--- src/verilog/ddrdp_pkg.sv ---
// Purpose: Shared constants and carrier structs for the DDR SRAM data port.
// Assumes: One system clock; K and its complement arrive as phase strobes.
// Notes:   Widths are module parameters; constants here are fixed figures.
package ddrdp_pkg;
  localparam int unsigned MAX_W       = 36;
  localparam int unsigned LANE_W      = 9;
  localparam int unsigned NIB_W       = 4;
  localparam int unsigned NUM_LANES   = 4;
  localparam int unsigned NUM_NIBS    = 2;
  localparam int unsigned X8_W        = 8;
  localparam int unsigned BURST_LEN   = 2;
  localparam int unsigned FIFO_DEPTH  = 16;
  localparam int unsigned ADDR_W      = 20;

  // Control captured at the start of a transaction.
  typedef struct packed {
    logic              load_n;
    logic              read_nwrite;
    logic [ADDR_W-1:0] addr;
  } ddrdp_cmd_s;

  // One write beat as it leaves the port towards the array.
  typedef struct packed {
    logic [ADDR_W-1:0] addr;
    logic [MAX_W-1:0]  data;
    logic [MAX_W-1:0]  bit_en;
  } ddrdp_wbeat_s;

  typedef enum logic [1:0] {
    DDRDP_IDLE,
    DDRDP_WR_BEAT,
    DDRDP_RD_BEAT
  } ddrdp_phase_e;
endpackage

--- src/verilog/ddrdp_port.sv ---
// Purpose: Data-side pin logic of a two-word-burst DDR SRAM: load, beats, masks.
// Assumes: k_rise_i / kn_rise_i mark K and K-bar rising edges in clk_i;
//          c_rise_i / cn_rise_i likewise for C and C-bar.
// Notes:   Write beats leave through a FIFO towards the array; read words
//          arrive from the array and are launched on the selected strobes.
`timescale 1ns/1ps
module ddrdp_port #(
  parameter int unsigned DATA_W = 36,
  parameter int unsigned ADDR_W = ddrdp_pkg::ADDR_W,
  parameter int unsigned DEPTH  = ddrdp_pkg::FIFO_DEPTH
) (
  input  wire logic                                   clk_i,
  input  wire logic                                   nrst_i,
  input  wire logic                                   k_rise_i,
  input  wire logic                                   kn_rise_i,
  input  wire logic                                   c_rise_i,
  input  wire logic                                   cn_rise_i,
  input  wire logic                                   single_clk_i,
  input  wire logic                                   cycle_load_n_i,
  input  wire logic                                   read_nwrite_i,
  input  wire logic [ADDR_W-1:0]                      addr_i,
  input  wire logic                                   nibble_sel_n0_i,
  input  wire logic                                   nibble_sel_n1_i,
  input  wire logic                                   byte_sel_n0_i,
  input  wire logic                                   byte_sel_n1_i,
  input  wire logic                                   byte_sel_n2_i,
  input  wire logic                                   byte_sel_n3_i,
  input  wire logic [DATA_W-1:0]                      dq_in_i,
  output logic      [DATA_W-1:0]                      dq_out_o,
  output logic                                        dq_oe_o,
  output logic                                        wr_valid_o,
  input  wire logic                                   wr_ready_i,
  output logic      [ADDR_W-1:0]                      wr_addr_o,
  output logic      [DATA_W-1:0]                      wr_data_o,
  output logic      [DATA_W-1:0]                      wr_bit_en_o,
  output logic                                        rd_req_o,
  output logic      [ADDR_W-1:0]                      rd_addr_o,
  input  wire logic [DATA_W-1:0]                      rd_data_i,
  output logic                                        busy_o
);
  localparam int unsigned MW = ddrdp_pkg::MAX_W;
  localparam int unsigned AW = ddrdp_pkg::ADDR_W;
  localparam int unsigned BW = AW + 2 * MW;

  typedef struct packed {
    ddrdp_pkg::ddrdp_phase_e phase;
    logic                    beat;
    logic [ADDR_W-1:0]       addr;
    logic [DATA_W-1:0]       dq_out;
    logic                    dq_oe;
    logic                    rd_req;
    logic [ADDR_W-1:0]       rd_addr;
  } ddrdp_port_s;

  ddrdp_port_s             st_ff;
  ddrdp_port_s             nxt_st;
  ddrdp_pkg::ddrdp_cmd_s   cmd;
  ddrdp_pkg::ddrdp_wbeat_s fifo_out;
  logic                    fifo_ready;
  logic                    fifo_valid;
  logic                    launch;
  logic                    capture;
  logic                    wr_push;
  ddrdp_pkg::ddrdp_wbeat_s wr_beat;

  // Builds the per-bit write enable for one beat from the active-low selects.
  function automatic logic [MW-1:0] beat_mask(input logic       n0,
                                              input logic       n1,
                                              input logic [3:0] bsel_n);
    logic [MW-1:0] m;
    m = '0;
    if (DATA_W == ddrdp_pkg::X8_W) begin
      for (int i = 0; i < ddrdp_pkg::NUM_NIBS; i++) begin
        m[i*ddrdp_pkg::NIB_W +: ddrdp_pkg::NIB_W] =
          {ddrdp_pkg::NIB_W{!(i == 0 ? n0 : n1)}};
      end
    end else begin
      for (int i = 0; i < ddrdp_pkg::NUM_LANES; i++) begin
        if (i * ddrdp_pkg::LANE_W < DATA_W) begin
          m[i*ddrdp_pkg::LANE_W +: ddrdp_pkg::LANE_W] =
            {ddrdp_pkg::LANE_W{!bsel_n[i]}};
        end
      end
    end
    return m;
  endfunction

  // Second-word address: inversion of the seed bit for x18 and x36, so it wraps within the pair.
  function automatic logic [ADDR_W-1:0] next_addr(input logic [ADDR_W-1:0] a);
    logic [ADDR_W-1:0] r;
    r = a;
    if (DATA_W > ddrdp_pkg::LANE_W) begin
      r[0] = !a[0];
    end
    return r;
  endfunction

  assign cmd.load_n      = cycle_load_n_i;
  assign cmd.read_nwrite = read_nwrite_i;
  assign cmd.addr        = AW'(addr_i);

  // Read launch edges follow C/C-bar, or K/K-bar in single clock mode.
  assign launch  = single_clk_i ? (k_rise_i || kn_rise_i)
                                : (c_rise_i || cn_rise_i);
  assign capture = k_rise_i || kn_rise_i;

  always_comb begin
    logic [MW-1:0] m;
    logic [ADDR_W-1:0] seed;
    nxt_st = st_ff;
    m      = beat_mask(nibble_sel_n0_i, nibble_sel_n1_i,
                       {byte_sel_n3_i, byte_sel_n2_i, byte_sel_n1_i, byte_sel_n0_i});
    seed   = ADDR_W'(cmd.addr);
    if (DATA_W <= ddrdp_pkg::LANE_W) begin
      seed[0] = 1'b0;
    end
    wr_push       = 1'b0;
    wr_beat       = '0;
    nxt_st.rd_req = 1'b0;
    unique case (st_ff.phase)
      ddrdp_pkg::DDRDP_IDLE: begin
        nxt_st.dq_oe = 1'b0;
        if (k_rise_i && !cmd.load_n) begin
          nxt_st.beat = 1'b0;
          nxt_st.addr = seed;
          if (cmd.read_nwrite) begin
            nxt_st.phase   = ddrdp_pkg::DDRDP_RD_BEAT;
            nxt_st.rd_req  = 1'b1;
            nxt_st.rd_addr = seed;
          end else begin
            nxt_st.phase = ddrdp_pkg::DDRDP_WR_BEAT;
          end
        end
      end
      ddrdp_pkg::DDRDP_WR_BEAT: begin
        if (capture && fifo_ready) begin
          wr_push             = 1'b1;
          wr_beat.addr        = AW'(st_ff.addr);
          wr_beat.data        = MW'(dq_in_i);
          wr_beat.bit_en      = m & MW'({DATA_W{1'b1}});
          nxt_st.addr         = next_addr(st_ff.addr);
          nxt_st.beat         = !st_ff.beat;
          if (st_ff.beat) begin
            nxt_st.phase = ddrdp_pkg::DDRDP_IDLE;
          end
        end
      end
      ddrdp_pkg::DDRDP_RD_BEAT: begin
        if (launch) begin
          nxt_st.dq_out = rd_data_i;
          nxt_st.dq_oe  = 1'b1;
          nxt_st.addr   = next_addr(st_ff.addr);
          nxt_st.beat   = !st_ff.beat;
          if (!st_ff.beat) begin
            nxt_st.rd_req  = 1'b1;
            nxt_st.rd_addr = next_addr(st_ff.addr);
          end else begin
            nxt_st.phase = ddrdp_pkg::DDRDP_IDLE;
          end
        end
      end
      default: begin
        nxt_st.phase = ddrdp_pkg::DDRDP_IDLE;
      end
    endcase
  end

  always_ff @(posedge clk_i or negedge nrst_i) begin
    if (!nrst_i) begin
      st_ff <= '0;
    end else begin
      st_ff <= nxt_st;
    end
  end

  // Beats enter the FIFO in their capture cycle, so the room seen by the capture test is exact.
  // A registered push could meet a FIFO that filled meanwhile and lose the beat.
  ddrdp_fifo #(
    .WIDTH (BW),
    .DEPTH (DEPTH)
  ) u_fifo (
    .clk_i       (clk_i),
    .nrst_i      (nrst_i),
    .in_valid_i  (wr_push),
    .in_ready_o  (fifo_ready),
    .in_data_i   (wr_beat),
    .out_valid_o (fifo_valid),
    .out_ready_i (wr_ready_i),
    .out_data_o  (fifo_out)
  );

  assign dq_out_o    = st_ff.dq_out;
  assign dq_oe_o     = st_ff.dq_oe;
  assign wr_valid_o  = fifo_valid;
  assign wr_addr_o   = ADDR_W'(fifo_out.addr);
  assign wr_data_o   = DATA_W'(fifo_out.data);
  assign wr_bit_en_o = DATA_W'(fifo_out.bit_en);
  assign rd_req_o    = st_ff.rd_req;
  assign rd_addr_o   = st_ff.rd_addr;
  assign busy_o      = (st_ff.phase != ddrdp_pkg::DDRDP_IDLE);
endmodule

--- src/verilog/ddrdp_fifo.sv ---
// Purpose: Parameterised valid/ready FIFO for write beats.
// Assumes: Single clock, asynchronous active-low reset.
// Notes:   Full and empty are exact; ready drops when full.
`timescale 1ns/1ps
module ddrdp_fifo #(
  parameter int unsigned WIDTH = 8,
  parameter int unsigned DEPTH = 16
) (
  input  wire logic             clk_i,
  input  wire logic             nrst_i,
  input  wire logic             in_valid_i,
  output logic                  in_ready_o,
  input  wire logic [WIDTH-1:0] in_data_i,
  output logic                  out_valid_o,
  input  wire logic             out_ready_i,
  output logic      [WIDTH-1:0] out_data_o
);
  localparam int unsigned PW = $clog2(DEPTH);

  typedef struct packed {
    logic [PW-1:0] wr;
    logic [PW-1:0] rd;
    logic [PW:0]   cnt;
  } ddrdp_fifo_s;

  logic [WIDTH-1:0] mem [DEPTH];
  ddrdp_fifo_s      st_ff;
  ddrdp_fifo_s      nxt_st;
  logic             push;
  logic             pop;

  assign in_ready_o  = (st_ff.cnt != (PW+1)'(DEPTH));
  assign out_valid_o = (st_ff.cnt != '0);
  assign out_data_o  = mem[st_ff.rd];
  assign push        = in_valid_i && in_ready_o;
  assign pop         = out_valid_o && out_ready_i;

  always_comb begin
    nxt_st = st_ff;
    if (push) begin
      nxt_st.wr = (st_ff.wr == PW'(DEPTH-1)) ? '0 : st_ff.wr + 1'b1;
    end
    if (pop) begin
      nxt_st.rd = (st_ff.rd == PW'(DEPTH-1)) ? '0 : st_ff.rd + 1'b1;
    end
    nxt_st.cnt = st_ff.cnt + (PW+1)'(push) - (PW+1)'(pop);
  end

  always_ff @(posedge clk_i or negedge nrst_i) begin
    if (!nrst_i) begin
      st_ff <= '0;
    end else begin
      st_ff <= nxt_st;
    end
  end

  always_ff @(posedge clk_i) begin
    if (push) begin
      mem[st_ff.wr] <= in_data_i;
    end
  end
endmodule

--- config.mk ---
export PLATFORM = sky130hd
export DESIGN_NAME = ddrdp_port
export DESIGN_NICKNAME = d
export VERILOG_FILES = /design/src/verilog/ddrdp_pkg.sv /design/src/verilog/ddrdp_port.sv /design/src/verilog/ddrdp_fifo.sv
export SDC_FILE = /design/constraint.sdc
export NUM_CORES = 1
export LEC_CHECK = 0
export ABC_AREA = 0
export BUFFER_PORTS_ARGS = -buffer_cell sky130_fd_sc_hd__buf_2
export CORE_UTILIZATION = 59
export DETAILED_ROUTE_END_ITERATION = 10
export PLACE_DENSITY = 0.8
export SETUP_SLACK_MARGIN = 0.02
export SYNTH_ARGS = -nofsm -noshare
export SYNTH_HDL_FRONTEND = slang
export SYNTH_SLANG_ARGS = --single-unit
export TNS_END_PERCENT = 5
--- constraint.sdc ---
create_clock -name clk_i -period 5.3 [get_ports clk_i]
set_input_delay 0.53 -clock clk_i [delete_from_list [all_inputs] [get_ports clk_i]]
set_output_delay 0.53 -clock clk_i [all_outputs]
set_load 0.01 [all_outputs]
# Word level (Yosys, flattened, before mapping)
# Memory sizes are Yosys's and may differ from the RTL's.
# Cells that the tools add are included.
dict set report word_totals {
  mem_bits_rw 1472
  out_inout_bits 152
  mem_bits_ro 0
  ff_bits 94
  elab_cells 72
  latchBits 0
  n_memories 1
}
# memory depth width rd rd_ports_with_merged_regs write_ports line_no
set mem_list {}
lappend mem_list {u_fifo.mem 16 92 1 0 1 ddrdp_fifo.sv:26} ;# logic [WIDTH-1:0] mem [DEPTH];
dict set report classes {
  bitwise 2
  mux 20
  add_sub_neg 4
  reduce_logical 24
  n_lt_le_gt_ge 0
  shift 0
  div_mod_pow 0
  n_mul 0
  eq_ne 10
}
# op n
set op_table {}
lappend op_table {{$mux 92} 2}
lappend op_table {{$mux 81} 1}
lappend op_table {{$mux 21} 3}
lappend op_table {{$pmux 21 s3} 1}
lappend op_table {{$mux 23} 2}
lappend op_table {{$pmux 22 s2} 1}
lappend op_table {{$ne 2x2->1 const B} 5}
lappend op_table {{$add 4x1->4 const B} 2}
lappend op_table {{$eq 4x4->1 const B} 2}
lappend op_table {{$mux 4} 2}
lappend op_table {{$reduce_and 4->1} 2}
lappend op_table {{$logic_not 1->1} 7}
lappend op_table {{$pmux 2 s3} 1}
lappend op_table {{$add 5x1->5} 1}
lappend op_table {{$mux 1} 5}
lappend op_table {{$ne 5x5->1 const B} 1}
lappend op_table {{$reduce_and 5->1} 1}
lappend op_table {{$reduce_bool 5->1} 1}
lappend op_table {{$sub 5x1->5} 1}
lappend op_table {{$logic_and 1x1->1} 4}
lappend op_table {{$mux 2} 2}
lappend op_table {{$reduce_and 2->1} 2}
lappend op_table {{$reduce_bool 2->1} 2}
lappend op_table {{$reduce_and 3->1} 1}
lappend op_table {{6 further kinds} 8}

# Depth between registers and ports, before layout
dict set report logic_depth {
  depth_word 7
  ltp_mapped 13
}

# Hierarchy
# Synthesis repeated with hierarchy kept, for this count alone.
dict set report unflattened {
  cells_unflattened 3133
  area_unflattened_um2 61428.9
}
# module cells_each area_per_inst_um2 n_inst seq_area_each_um2
set modules_own_cells {}
lappend modules_own_cells {ddrdp_fifo 2736 57073.5 1 44527.7}
lappend modules_own_cells {ddrdp_port 397 4355.4 1 2026.9}

# Worst setup path before layout
# Ideal clock, no wire load.
dict set report synth_path {
  path_kind {reg-to-reg}
  from {register u_fifo.st_ff[2] (netlist name)}
  to {memory u_fifo.mem[4][17] (netlist name) (enable)}
  path_stages_with_launch 7
  required_time_ps 4876
  setup_slack_ps 2201
  n_path_buf 0
  t_arrival_ps 2675
  setup_ps 424
  path_cell_list {dfrtp_1 -> inv_1 -> ha_1 -> nand4bb_1 -> o211ai_2 -> nor3b_1 -> and2_1}
}
dict set report synth_via {
  elab_chain_cells 7
}
# item line_no
set synth_lines {}
lappend synth_lines {{start, declared} ddrdp_fifo.sv:27} ;# ddrdp_fifo_s st_ff;
lappend synth_lines {{start signal, assigned} ddrdp_fifo.sv:53} ;# st_ff <= nxt_st;
lappend synth_lines {{$ne 5x5->1 (*)} ddrdp_fifo.sv:32} ;# assign in_ready_o = (st_ff.cnt != (PW+1)'(DEPTH));
lappend synth_lines {{$logic_and 1x1->1} ddrdp_port.sv:136} ;# if (capture && fifo_ready) begin
lappend synth_lines {{$mux 1} ddrdp_port.sv:136}
lappend synth_lines {{$mux 1} ddrdp_port.sv:120} ;# unique case (st_ff.phase)
lappend synth_lines {{$logic_and 1x1->1 (*)} ddrdp_fifo.sv:35} ;# assign push = in_valid_i && in_ready_o;
lappend synth_lines {{$mux 1 (*)} ddrdp_fifo.sv:58} ;# if (push) begin
lappend synth_lines {{$mux 1 (not written as such) (*)} ddrdp_fifo.sv:59} ;# mem[st_ff.wr] <= in_data_i;
lappend synth_lines {{end, declared} ddrdp_fifo.sv:26}
# Mark *: on every way between the ends. The rest lies on a longest branch, timed or not.

# Worst setup path after layout
dict set report layout_path {
  from {register u_fifo.st_ff[7] (netlist name)}
  to {output wr_bit_en_o[29]}
}
dict set report layout_via {
  elab_chain_cells 1
}
# item line_no
set layout_lines {}
lappend layout_lines {{$mem_v2 16x92} --}
lappend layout_lines {{end, declared} ddrdp_port.sv:35} ;# output logic [DATA_W-1:0] wr_bit_en_o,
# Every way passes these cells.

==> run_results.csv <==
group,metric,value,unit
status,status,"complete, no violations",
clocking,root_buffer,"clkbuf_16",
synthesis,synthFlopType,"edfxtp_1",
route,wl_per_cell,26.31,um
clocking,clkTransAtPathRegs,0.07,ns
sta,rsz0062_at_grt,"no",
sta,fmax,249.2,MHz
critical_path,cp-end-kind,"output pin",
worst_hold_path,hp-class,"input port to flop",
synthesis,synth.distinct_cells,58,
clocking,clock_sinks,1054,
synthesis,synth_top_area_share,0.6841,
floorplanning,die_y,269.2,um
critical_path,cp-start-kind,"flop",
sta,maxSlewHeadroom,0.1665,
clocking,cts_resized,0,
critical_path,worstPathArrival,3.48,ns
synthesis,yosys_warnings,0,
synthesis,synth.most_common_cell,"edfxtp_1",
power,p_comb_frac,0.315,
synthesis,syn_inst,2319,
floorplanning,rows,97,
power,power_switching,8.478,mW
synthesis,syn_nets,2443,
job,drv_cap,0,
synthesis,synth_edf_count,960,
synthesis,synth-seq-cells,1054,
route,via_per_inst,6.360,
sta,final.min_clock_period,4.012,ns
synthesis,syn_area_per_cell,18.17,um^2
sta,worst_pin_slew,1.246,ns
sta,drv_slew,0,
clocking,cts_tree,"built",
route,vias,22380,
finish,antenna_cells,0,
finish,fin_nets,2619,
power,max-vdd-ir-drop,0.3857,mV
power,seqPwrFrac,0.401,
global_route,grt.overflow.total,0,
global_route,grt_pass1_vias,22860,
synthesis,ys_seq_area_frac,0.7399,
critical_path,critPathMaxFanout,74,
floorplanning,dieArea,72490,um^2
clocking,numCtsBuffers,101,
critical_path,path_class,"flop to output pin",
global_route,grt_pass1_wl,138600,um
placement,hpwl,46660,um
sta,timing.final.ws_setup,1.288,ns
synthesis,synth_area_leaders,"edfxtp_1, mux4_2, mux2i_1",
synthesis,ys_top_cells_by_count,"edfxtp_1, mux2i_1, nand2_1",
power,power.leakage,17.02,nW
power,powerDensity,553.9,nW/um^2
route,routed_wl,92590,um
route,drc,0,
route,drt_iter0_markers,2253,
floorplanning,coreArea,70390,um^2
synthesis,synth-async-reset-ratio,0.08918,
power,swShare,0.3259,
floorplanning,start_util,0.5986,
global_route,track_usage,0.2543,
global_route,antenna_found_initial,0,
clocking,post_cts_buffers,0,
clocking,clock_path_buffers,3,
route,dr.pass1.iters,5,
route,ant_nets,0,
critical_path,cp.required,4.77,ns
sta,clock_skew,0.02882,ns
finish,area_growth,11.44,%
synthesis,yosysTopAreaCell,"edfxtp_1",
floorplanning,die_w,269.2,um
placement,place_ws,1.531,ns
global_route,grt_max_degree,87,
sta,fin_tns_setup,0,ns
finish,drive_gt1_frac,0.2389,
floorplanning,io_pins,260,
sta,finalSetupViolCount,0,
placement,gp_congestion,0.7755,
placement,io_buffers,257,
power,clkPwrFrac,0.283,
synthesis,syn_area,42140,um^2
power,power.internal,17.53,mW
clocking,clock_latency,0.66,ns
clocking,htree_levels,3,
sta,fin_crit_sh,0.7571,
sta,hold_viol_final,0,
[path summary, 6_finish.rpt]
check / startpoint / to / slack (ns) / cells after the start
max: u_fifo.st_ff[7]$_DFFE_PN0P_ / wr_bit_en_o[29] / 1.29 / 6
max in group asynchronous: nrst_i / u_fifo.st_ff[8]$_DFFE_PN0P_ / 3.66 / 3
max reg2reg: u_fifo.st_ff[2]$_DFF_PN0_ / u_fifo.mem[13][55]$_DFFE_PP_ / 1.51 / 7
min: rd_data_i[5] / dq_out_o[5]$_DFFE_PN0P_ / 0.08 / 3
min in group asynchronous: nrst_i / rd_addr_o[11]$_DFFE_PN0P_ / 0.27 / 2
min reg2reg: dq_out_o[10]$_DFFE_PN0P_ / dq_out_o[10]$_DFFE_PN0P_ / 0.48 / 2
[state kept, by name (all words and copies together) (netlist names)]
signal,count
rd_req_o,1
u_fifo.mem,960
u_fifo.st_ff,13
dq_oe_o,1
rd_addr_o,20
st_ff,23
dq_out_o,36
[power groups by stage]
stage	combinational (mW)	clock [mW]	sequential, mW
6_report	8.20	7.37	10.4
3_3_place_gp	7.94	0	10.5
2_1_floorplan	6.39	0	10.4
3_5_place_dp	8.17	0	10.6
5_1_grt	8.83	7.71	10.5
4_1_cts	8.26	7.42	10.4
[cells in the final DEF, fill, tap and decap left out, types with 60 or more instances in the layout]
| cell type | count |
|---|---|
| mux4_2 | 120 |
| a22oi_1 | 60 |
| mux2i_1 | 240 |
| clkbuf_16 | 105 |
| a221oi_1 | 120 |
| dfrtp_1 | 90 |
| o21ai_0 | 86 |
| edfxtp_1 | 960 |
| nand2_1 | 195 |
| buf_2 | 256 |
[area by class of cell]
cell class                      instances  area (um^2)
Sequential cell                      1054        31190
Clock inverter                         59        668.1
Timing Repair Buffer                  291         1597
Clock buffer                          128         2745
Multi-Input combinational cell       1031         9518
Fill cell                            4439        23430
Inverter                               16        61.31
Tap cell                              940         1176
[critical path, cell delays in order, from the launching register on]
cell and delay [ns]:
dfrtp_4 0.73, and2_4 0.71, buf_12 0.47, a221oi_1 0.18, o21ai_0 0.25, nand2_1 0.23, buf_2 0.22
[cells by family after synthesis]
family | count (synthesis) | share of synthesized area
AND/OR/NAND/NOR | 318 | 0.03608
adder cells (fa/ha/maj) | 16 | 0.004929
multiplexers | 384 | 0.1277
buffers and inverters | 234 | 0.03620
XOR/XNOR | 6 | 0.001247
AO/OA/AOI/OAI | 307 | 0.05386
flip-flops | 1054 | 0.7399
[metrics by stage]
stage	hold slack [ns]	cells	area, um^2	total power, mW	util
detailed placement	0.3908	3331	43540	18.75	0.6185
CTS	0.04339	3519	46960	26.10	0.6671
floorplan	0.2344	2319	42140	16.74	-
global placement	0.3880	3331	43540	18.48	0.6185
global route	0.06303	3519	46960	27.04	0.6671
finish	0.07918	3519	46960	26.01	0.6671
[timing repair]
item                                    CTS  global route
endpoints found under the setup margin    0             0
hold endpoints to repair                 14             0
hold buffers                              1             0
[layer usage]
layer | vias up | part of all wire | global-route usage
li1 | 9517 | - | -
met1 | 11530 | 0.40 | 0.3488
met2 | 1182 | 0.50 | 0.4225
met3 | 157 | 0.081 | 0.04159
met4 | 0 | 0.024 | 0.07744
met5 | - | 0 | 0
(Power assumes the default switching activity.)
